$ cat config.mk
export PLATFORM = sky130hd
export DESIGN_NAME = dacsl_device_flat
export DESIGN_NICKNAME = d
export VERILOG_FILES = /design/src/inc/dacsl_pkg.sv /design/src/inc/dacsl_link_if.sv /design/src/dacsl_device.sv /design/src/flat_wrapper.sv
export SDC_FILE = /design/constraint.sdc
export NUM_CORES = 1
export LEC_CHECK = 0
export BUFFER_PORTS_ARGS = -buffer_cell sky130_fd_sc_hd__buf_2
export CORE_ASPECT_RATIO = 2
export CORE_MARGIN = 2
export CORE_UTILIZATION = 35
export DETAILED_ROUTE_END_ITERATION = 10
export GPL_ROUTABILITY_DRIVEN = 0
export PLACE_DENSITY = 0.61
export SYNTH_ARGS = -nofsm -noshare
export SYNTH_HDL_FRONTEND = slang
export SYNTH_SLANG_ARGS = --single-unit
export TNS_END_PERCENT = 50
$ cat constraint.sdc
create_clock -name clk_sys -period 1.3 [get_ports clk_sys]
set_clock_uncertainty 0.15 [all_clocks]
set_input_delay 0.26 -clock clk_sys [delete_from_list [all_inputs] [get_ports clk_sys]]
set_output_delay 0.26 -clock clk_sys [all_outputs]
set_load 0.1 [all_outputs]
$ cat src/inc/dacsl_pkg.sv
package dacsl_pkg;
  // Frame geometry
  localparam int SHIFT_W    = 16;
  localparam int DATA_W     = 10;
  localparam int SUBLSB_W   = 2;
  localparam int LATCH_W    = 12;
  localparam int DUMMY_W    = 4;
  localparam int FULL_SCALE = 1024;
  // Field positions inside the shift register
  localparam int DATA_LSB   = 2;
  localparam int DATA_MSB   = 11;
  // Reset values
  localparam logic [9:0]  DAC_RST   = 10'h000;
  localparam logic [15:0] SHIFT_RST = 16'h0000;
  // Link clock: host divider, half period in system clocks
  localparam int SYS_CLK_NS     = 25;
  localparam int LINK_HALF_NS   = 100;
  localparam int LINK_HALF_CYC  = (LINK_HALF_NS + SYS_CLK_NS - 1) / SYS_CLK_NS;
  // Select high time between frames
  localparam int SEL_HIGH_NS    = 20;
  localparam int SEL_HIGH_CYC   = (SEL_HIGH_NS + SYS_CLK_NS - 1) / SYS_CLK_NS;
endpackage

$ cat src/inc/dacsl_link_if.sv
`timescale 1ns/100ps
interface dacsl_link_if;
  logic selectN;   // Active-low select
  logic shiftClk;  // Shift clock from host
  logic serIn;     // Serial data into device
  logic cascOut;   // Cascade output from device

  modport host (output selectN, output shiftClk, output serIn, input cascOut);
  modport dev  (input selectN, input shiftClk, input serIn, output cascOut);
endinterface // dacsl_link_if

$ cat src/dacsl_device.sv
`timescale 1ns/100ps
module dacsl_device (
  input  wire logic              clk_sys,
  input  wire logic              rst_b,
  dacsl_link_if.dev              link,
  output logic [9:0]             dacCode,
  output logic                   dacUpdate
);
  ////////////////////////////////////////////////////////////////////////
  // Local geometry from the shared package
  localparam int SHIFT_W = dacsl_pkg::SHIFT_W;  // Input shift register
  localparam int DATA_W  = dacsl_pkg::DATA_W;   // DAC register
  localparam int N_PIN   = 3;                   // Select, clock, data
  localparam int PIN_SEL = 0;                   // Pin slot of select
  localparam int PIN_CLK = 1;                   // Pin slot of clock
  localparam int PIN_DIN = 2;                   // Pin slot of data

  ////////////////////////////////////////////////////////////////////////
  // Pin synchronisers

  // Pins come from the host's domain
  // Each passes two flops before logic reads it

  // Raw pins, gathered for one loop
  wire [N_PIN-1:0] pinRaw;
  // Rest levels, so reset makes no false edge
  wire [N_PIN-1:0] pinIdle;
  // Second flop of each pin
  wire [N_PIN-1:0] pinSync;
  // Second flop, one clock older; the data pin takes the second flop itself
  wire [N_PIN-1:0] pinPrev;

  // Pin gathering
  assign pinRaw[PIN_SEL]  = link.selectN;
  assign pinRaw[PIN_CLK]  = link.shiftClk;
  assign pinRaw[PIN_DIN]  = link.serIn;

  // Select rests high, clock and data low
  assign pinIdle[PIN_SEL] = 1'h1;
  assign pinIdle[PIN_CLK] = 1'h0;
  assign pinIdle[PIN_DIN] = 1'h0;

  // Two flops per pin
  for (genvar p = 0; p < N_PIN; p++) begin : g_pin
    logic meta_ff;
    logic sync_ff;

    // Synchroniser chain of this pin
    always_ff @(posedge clk_sys) begin
      if (!rst_b) begin
        meta_ff <= pinIdle[p];
        sync_ff <= pinIdle[p];
      end else begin
        meta_ff <= pinRaw[p];
        sync_ff <= meta_ff;
      end
    end

    // Settled level
    assign pinSync[p] = sync_ff;

    // Edge copy, only where an edge is wanted
    if (p == PIN_DIN) begin : g_level
      assign pinPrev[p] = sync_ff;  // Data is used as a level
    end else begin : g_edge
      logic prev_ff;

      // Older copy of the settled level
      always_ff @(posedge clk_sys) begin
        if (!rst_b) begin
          prev_ff <= pinIdle[p];
        end else begin
          prev_ff <= sync_ff;
        end
      end

      assign pinPrev[p] = prev_ff;
    end
  end

  ////////////////////////////////////////////////////////////////////////
  // Edge decode

  // Select level and data bit after sync
  wire selLow  = ~pinSync[PIN_SEL];
  wire serBit  = pinSync[PIN_DIN];
  // Edges against the older copy
  wire clkRise = pinSync[PIN_CLK] & ~pinPrev[PIN_CLK];
  wire clkFall = ~pinSync[PIN_CLK] & pinPrev[PIN_CLK];
  wire selRise = pinSync[PIN_SEL] & ~pinPrev[PIN_SEL];

  // Shift only on a rise while selected
  wire shiftEn = selLow & clkRise;
  // Cascade only on a fall while selected
  wire cascEn  = selLow & clkFall;

  ////////////////////////////////////////////////////////////////////////
  // Input shift register, one stage per bit

  // Half periods of several clocks cover the sync delay
  // Data is steady well before each settled rise

  // Stage outputs
  wire [SHIFT_W-1:0] shiftQ;
  // Stage inputs
  wire [SHIFT_W-1:0] shiftD;

  // MSB first: each stage takes the one below
  assign shiftD = {shiftQ[SHIFT_W-2:0], serBit};

  // One flop per stage
  for (genvar b = 0; b < SHIFT_W; b++) begin : g_stage
    logic bit_ff;

    always_ff @(posedge clk_sys) begin
      if (!rst_b) begin
        bit_ff <= dacsl_pkg::SHIFT_RST[b];
      end else if (shiftEn) begin
        bit_ff <= shiftD[b];
      end
    end

    // Stage output
    assign shiftQ[b] = bit_ff;
  end

  ////////////////////////////////////////////////////////////////////////
  // DAC register and load strobe

  logic [DATA_W-1:0] dac_ff;
  logic              upd_ff;

  wire [DATA_W-1:0] nxt_dac = shiftQ[dacsl_pkg::DATA_MSB:dacsl_pkg::DATA_LSB];

  // Cleared by reset, loaded on select rise
  always_ff @(posedge clk_sys) begin
    if (!rst_b) begin
      dac_ff <= dacsl_pkg::DAC_RST;
    end else if (selRise) begin
      dac_ff <= nxt_dac;
    end
  end

  // Load strobe, same edge as the load
  always_ff @(posedge clk_sys) begin
    if (!rst_b) begin
      upd_ff <= 1'h0;
    end else begin
      upd_ff <= selRise;
    end
  end

  ////////////////////////////////////////////////////////////////////////
  // Cascade output

  // Always driven: a chained part never sees a floating input
  // Only the top stage feeds it, so the delay is the full register

  logic casc_ff;

  // Top stage out on a fall, held otherwise
  always_ff @(posedge clk_sys) begin
    if (!rst_b) begin
      casc_ff <= 1'h0;
    end else if (cascEn) begin
      casc_ff <= shiftQ[SHIFT_W-1];
    end
  end

  ////////////////////////////////////////////////////////////////////////
  // Outputs

  // Code is straight binary of 2*ref*N/1024
  assign dacCode      = dac_ff;
  assign dacUpdate    = upd_ff;
  assign link.cascOut = casc_ff;
endmodule // dacsl_device

$ cat src/flat_wrapper.sv
// flat-port wrapper written by rule: the top's interface ports become plain ports
module dacsl_device_flat 
  (clk_sys, rst_b, dacCode, dacUpdate, link_selectN, link_shiftClk, link_serIn, link_cascOut);
  dacsl_link_if link_i ();
  input  wire logic clk_sys;
  input  wire logic rst_b;
  output logic [9:0] dacCode;
  output logic dacUpdate;
  input wire logic [$bits(link_i.selectN)-1:0] link_selectN;
  input wire logic [$bits(link_i.shiftClk)-1:0] link_shiftClk;
  input wire logic [$bits(link_i.serIn)-1:0] link_serIn;
  output wire logic [$bits(link_i.cascOut)-1:0] link_cascOut;
  assign link_i.selectN = link_selectN;
  assign link_i.shiftClk = link_shiftClk;
  assign link_i.serIn = link_serIn;
  assign link_cascOut = link_i.cascOut;
  dacsl_device u_core (.clk_sys(clk_sys), .rst_b(rst_b), .link(link_i), .dacCode(dacCode), .dacUpdate(dacUpdate));
endmodule
; ---- Yosys cells after proc, flatten, opt, wreduce, memory -nomap -nowiden
; Index checks and enable logic that the tools add are counted.
[totals]
reg_bits = 36
output_inout_bits = 12
elab_cells = 36
[classes]
n_bitwise = 9
[op_table]
columns = op, n
row1 = bitwise AND 1 bit, 5
row2 = NOT 1 bit, 4

; ---- Longest topological paths before layout
; Gate-level depths: netlist of run 1.
[depth]
word_depth = 3
mapped_depth = 4

; ---- Least setup slack after synthesis of run 1
; Ideal clock, no wire load.
[synth_path]
kind = register to register
start = register, netlist name u_core.dacCode[0]
end = register u_core.dac_ff[0], in the netlist u_core.dacCode[0]
slack_ns = -0.100
period_less_slack_ns = 1.400
arrival_ns = 1.174
t_required_ns = 1.074
path_stages_with_launch = 3
setup_ns = 0.076
cell_sequence = dfxtp_1 > nand2_1 > a21boi_0
[synth_lines]
columns = element, line_no
row1 = to (signal assigned), dacsl_device.sv:138  ; dac_ff <= dacsl_pkg::DAC_RST;
row2 = to (signal assigned), dacsl_device.sv:140  ; dac_ff <= nxt_dac;
row3 = to (decl), dacsl_device.sv:130  ; logic [DATA_W-1:0] dac_ff;

; ---- Final worst setup path of run 1
[layout_path]
start = register u_core.dac_ff[9], in the netlist u_core.dacCode[9]
end = output port dacCode[9]
[layout_lines]
columns = element, line_no
row1 = to (decl), flat_wrapper.sv:7  ; output logic [9:0] dacCode;
; No word-level cell between the ends.

==> results of run 1 <==
## per-layer routing
layer	track usage	share of wire	vias up
met5	0	0	-
met2	0.192	0.50	16
met1	0.148	0.44	396
met3	0.0566	0.047	5
li1	-	-	491
met4	0.0701	0.016	0
## per-stage QoR
stage               hold slack [ns]  instances  power, mW
finish                      0.00915        207       2.25
global route                 0.0278        207       2.33
CTS                         0.00530        207       2.28
detailed placement            0.263        199       1.21
global placement              0.259        199       1.21
floorplan                     0.211        140       1.19
## kinds of logic (layout without fill, tap and decap cells)
| group | Yosys count | count (layout) |
|---|---|---|
| flip-flops | 36 | 36 |
| AND/OR/NAND/NOR | 66 | 66 |
| multiplexers | 1 | 1 |
| AO/OA/AOI/OAI | 26 | 26 |
| buffers and inverters | 11 | 29 |
## area by class of cell
type | count | share of cell area
timing repair buffer | 21 | 0.188
sequential | 36 | 0.425
tap | 49 | 0.0354
multi-input combinational | 93 | 0.278
clock inverter | 1 | 0.0173
clock buffer | 7 | 0.0556
## what timing repair did
action	in CTS	in global routing
endpoints found under the setup margin	0	7
endpoints found under the hold margin	0	0
resized for setup	0	4
## flip-flops by register name, summed over array words and instances, names as in the netlist
name and cells:
u_core.g_pin.g_edge.prev_ff 2, u_core.g_stage.bit_ff 16, u_core.dacCode 10, u_core.g_pin.sync_ff 3, u_core.dacUpdate 1, u_core.g_pin.meta_ff 3
u_core.link.cascOut 1
## path summary, 6_finish.rpt
check / start / end / slack, ns / cells after the start
worst max-delay path: u_core.dacCode[9] / dacCode[9] / 0.06 / 1
worst min register to register: u_core.g_pin[2].meta_ff / u_core.g_pin[2].sync_ff / 0.28 / 1
worst max register to register: u_core.g_pin[0].sync_ff / u_core.dacCode[0] / 0.17 / 4
worst min-delay path: link_selectN / u_core.g_pin[0].meta_ff / 0.009 / 2
## power by group
part / switching, mW / total [mW] / internal (mW)
Clock: 0.390 / 1.07 / 0.676
Sequential: 0.00586 / 1.12 / 1.11
Combinational: 0.0359 / 0.0677 / 0.0318
## cells in the final DEF, fill, tap and decap left out
cell type / Yosys / layout
nand2b_2: 0 / 1
buf_4: 1 / 2
bufinv_16: 0 / 1
and2_1: 6 / 6
o21ai_1: 3 / 3
and2b_1: 1 / 1
buf_2: 4 / 4
a21boi_1: 9 / 9
nor3b_4: 1 / 1
buf_12: 0 / 14
nand3_1: 16 / 16
dfxtp_2: 0 / 13
mux2i_1: 1 / 1
nor3b_1: 1 / 1
nand2_1: 37 / 37
clkbuf_8: 0 / 7
buf_6: 2 / 1
dfxtp_1: 36 / 23
nand2b_1: 4 / 3
o21ai_0: 13 / 13
a21boi_0: 1 / 1
## synthesized netlist by cell type (all sizes together)
| cell type | count |
|---|---|
| mux2i | 1 |
| nor3b | 2 |
| nand2 | 37 |
| and2 | 6 |
| clkbuf | 4 |
| nand2b | 4 |
| a21boi | 10 |
| dfxtp | 36 |
| buf | 7 |
| nand3 | 16 |
| o21ai | 16 |
| and2b | 1 |
==> impl_metrics.ini, run 1 <==
[flow_run]
cap_violations = 0

[cells_and_area]
multi_input_area_um2 = 483
layout-area-overhead-vs-synth_pct = 36.8
nets = 162
n_fill_cell = 317
num_antenna_cells = 0
post-route-util = 0.491
final-seq-area_um2 = 737
fin_area_mm2 = 0.00173
drive_gt1_frac = 0.278

[global_routing]
antenna_found_initial = 0
grt_max_degree = 25
track_usage = 0.128
grt_pass1_vias = 865
grt.overflow.total = 0
grt_first_pass_wirelength_um = 3760

[worst_setup_path]
critPathArrivalTime_ns = 0.83
path_max_fanout = 2
criticalPathCategory = reg -> out
start_kind = register
cp.required_ns = 0.89
cp_top_family = flip-flops
worstSetupEndpointType = primary output
path_buf_inv = 1
slowest_delay_ns = 0.36
crit_chain = buf_12
slowest_stage = dfxtp_2

[detailed_routing]
avgRoutedWirePerCell_um = 9.89
viasPerCell = 4.39
drt_iter0_markers = 14
totalWireLength_um = 2050
antenna_left = 0
first_pass_iters = 3
vias = 908
remaining_drc_errors = 0

[timing]
hold_viol = 0
fin_setup_tns_ns = 0
period_share = 0.957
min_period_ns = 1.24
timing.final.ws_setup_ns = 0.0563
maxSlewHeadroom = 0.830
slew_violations = 0
setup_viol = 0
worstMarginPinSlew_ns = 0.255
rsz0062_at_grt = false
max_freq_ghz = 0.804

[clock_tree]
clock_latency_ns = 0.29
postCtsSetupBuffers = 0
cts.sinks = 36
path_clk_slew_ns = 0.07
cts.path.max_buffers = 2
root_buffer = clkbuf_8
cts_max_level = 2
cts_buffers = 5
cts_tree = done
cts.hold.buffers_added = 0

[synthesis]
yosys.area.top_type = dfxtp_1
synth.top_cell.area_share = 0.569
ys_types = 18
synth-xor-area-share = 0
yosys.area_share.adder = 0
mappedNetlistArea_mm2 = 0.00127
syn_nets = 145
yosysSeqAreaShare = 0.569
synth_area_leaders = dfxtp_1, nand2_1, nand3_1
yosys.area_share.simple = 0.249
ys_warn_count = 0
synth_compound_area_frac = 0.122
synth_top_family_by_area = simple AND/OR/NAND/NOR gates
synthCells = 140
muxShareOfSynthArea = 0.00790
avgSynthCellArea_um2 = 9.05
synth-seq-cells = 36

[power]
ir_worst_vdd_mv = 0.811
cellLeakagePower_nw = 0.620
power_density_mw_per_mm2 = 1300

[place]
portBuffers = 16
dpl.hpwl_um = 1400
dpl_worst_slack_ns = 0.0975
place_area_mm2 = 0.00160

[floorplanning]
fp.dieArea_mm2 = 0.00415
initial_core_util = 0.359
io_pins = 17
rows = 31
die_w_um = 46.6
die_y_um = 89.1
core-area_mm2 = 0.00353

[run_status]
outcome = completed

[min_path]
hold_path.class = in -> reg
(Power assumes the default switching activity.)
==> run 2: changes to the inputs <==
--- a/config.mk
+++ b/config.mk
@@ -11,7 +11,6 @@
 export CORE_UTILIZATION = 35
 export DETAILED_ROUTE_END_ITERATION = 10
 export GPL_ROUTABILITY_DRIVEN = 0
-export PLACE_DENSITY = 0.61
 export SYNTH_ARGS = -nofsm -noshare
 export SYNTH_HDL_FRONTEND = slang
 export SYNTH_SLANG_ARGS = --single-unit
==> impl_metrics.ini, run 2 (synthesis results as in run 1) <==
[power]
ir_worst_vdd_mv = 0.949
finalPower_mw = 1.99
cellLeakagePower_nw = 0.610
power_density_mw_per_mm2 = 1160

[detailed_routing]
drt_iter0_markers = 11
viasPerCell = 4.39
first_pass_iters = 4
vias = 917
avgRoutedWirePerCell_um = 9.42
remaining_drc_errors = 0
antenna_left = 0
totalWireLength_um = 1970

[cells_and_area]
largest_reg_flops = 16
final_common_cell = nand2_1
layout-area-overhead-vs-synth_pct = 35.4
post-route-util = 0.486
final_cell_mix = nand2_1, dfxtp_1, nand3_1
top_register = u_core.g_stage.bit_ff
final_cells = 209
nets = 164
drive_gt1_frac = 0.263
fin_area_mm2 = 0.00172
num_antenna_cells = 0
n_fill_cell = 343

[clock_tree]
path_clk_slew_ns = 0.07
clock_latency_ns = 0.28
cts.sinks = 36
cts_max_level = 2
cts_buffers = 5
cts.path.max_buffers = 2
cts_tree = done
root_buffer = clkbuf_8

[timing]
max_freq_ghz = 0.803
worstMarginPinSlew_ns = 0.267
timing.final.ws_setup_ns = 0.0553
setup_viol = 0
min_period_ns = 1.24
slew_violations = 0
rsz0062_at_grt = true
period_share = 0.957
hold_viol = 0
maxSlewHeadroom = 0.822

[worst_setup_path]
start_kind = register
worstSetupEndpointType = primary output
crit_chain = buf_12
path_buf_inv = 1
cp_top_family = flip-flops
path_max_fanout = 1
criticalPathCategory = reg -> out
slowest_delay_ns = 0.36
critPathArrivalTime_ns = 0.83
cp.required_ns = 0.89
slowest_stage = dfxtp_1

[floorplanning]
die_y_um = 89.1
fp.dieArea_mm2 = 0.00415
io_pins = 17
initial_core_util = 0.359
die_w_um = 46.6
rows = 31
core-area_mm2 = 0.00353

[place]
dpl_worst_slack_ns = 0.117
portBuffers = 16
placed_cells = 200
dpl.hpwl_um = 1410
place_area_mm2 = 0.00161

[global_routing]
antenna_found_initial = 0
grt.overflow.total = 0
grt_max_degree = 27
grt_pass1_vias = 860
track_usage = 0.122
grt_first_pass_wirelength_um = 3580

[flow_run]
cap_violations = 0

[min_path]
hold_path.class = in -> reg

[run_status]
outcome = completed
run 2: cell types whose count changed in the layout (fill, tap and decap cells not counted), sizes merged:
cell and change:
buf +1, clkinvlp +1, bufinv -1, dlygate4sd3 +1
run 2: path summary, 6_finish.rpt:
path                             endpoint                     from  slack (ns)  depth (start not counted)
hold reg to reg   u_core.g_pin[2].sync_ff  u_core.g_pin[2].meta_ff        0.28                          1
setup reg to reg        u_core.dacCode[0]  u_core.g_pin[0].sync_ff        0.12                          4
hold / removal    u_core.g_pin[2].meta_ff               link_serIn        0.03                          2
setup / recovery                dacUpdate         u_core.dacUpdate        0.06                          1
run 2: where the power goes:
part	internal [mW]	switching, mW	leakage, nW	total (mW)
clock	0.430	0.373	0.0445	0.803
sequential	1.11	0.00546	0.297	1.12
combinational	0.0346	0.0364	0.268	0.0710
run 2: per-layer routing:
metal	share of wire	wire length [um]	vias to the layer above	track usage
met1	0.45	885	401	0.142
met3	0.043	85	5	0.0444
met5	0	0	-	0
met4	0.035	69	0	0.0857
li1	-	-	495	-
met2	0.47	928	16	0.179
run 2: stage by stage:
stage                     hold WS, ns  TNS, ns
after global routing           0.0324  -0.0204
after floorplan                 0.211  -0.0190
after detailed placement        0.260        0
after global placement          0.261        0
final                          0.0279        0
after CTS                      0.0165        0
run 2: repair_timing:
item                       CTS  global route
hold endpoints to repair     1             0
setup endpoints to repair    0             3
hold buffers                 1             0
resized for setup            0             2
setup buffers                0             0
run 2: final cells by class:
class / instances / area (um^2) / share of cell area
Clock buffer: 7 / 86.3 / 0.0503
Clock inverter: 1 / 7.51 / 0.00437
Multi-Input combinational cell: 93 / 483 / 0.281
Timing Repair Buffer: 23 / 344 / 0.200
Tap cell: 49 / 61.3 / 0.0357
Sequential cell: 36 / 734 / 0.428
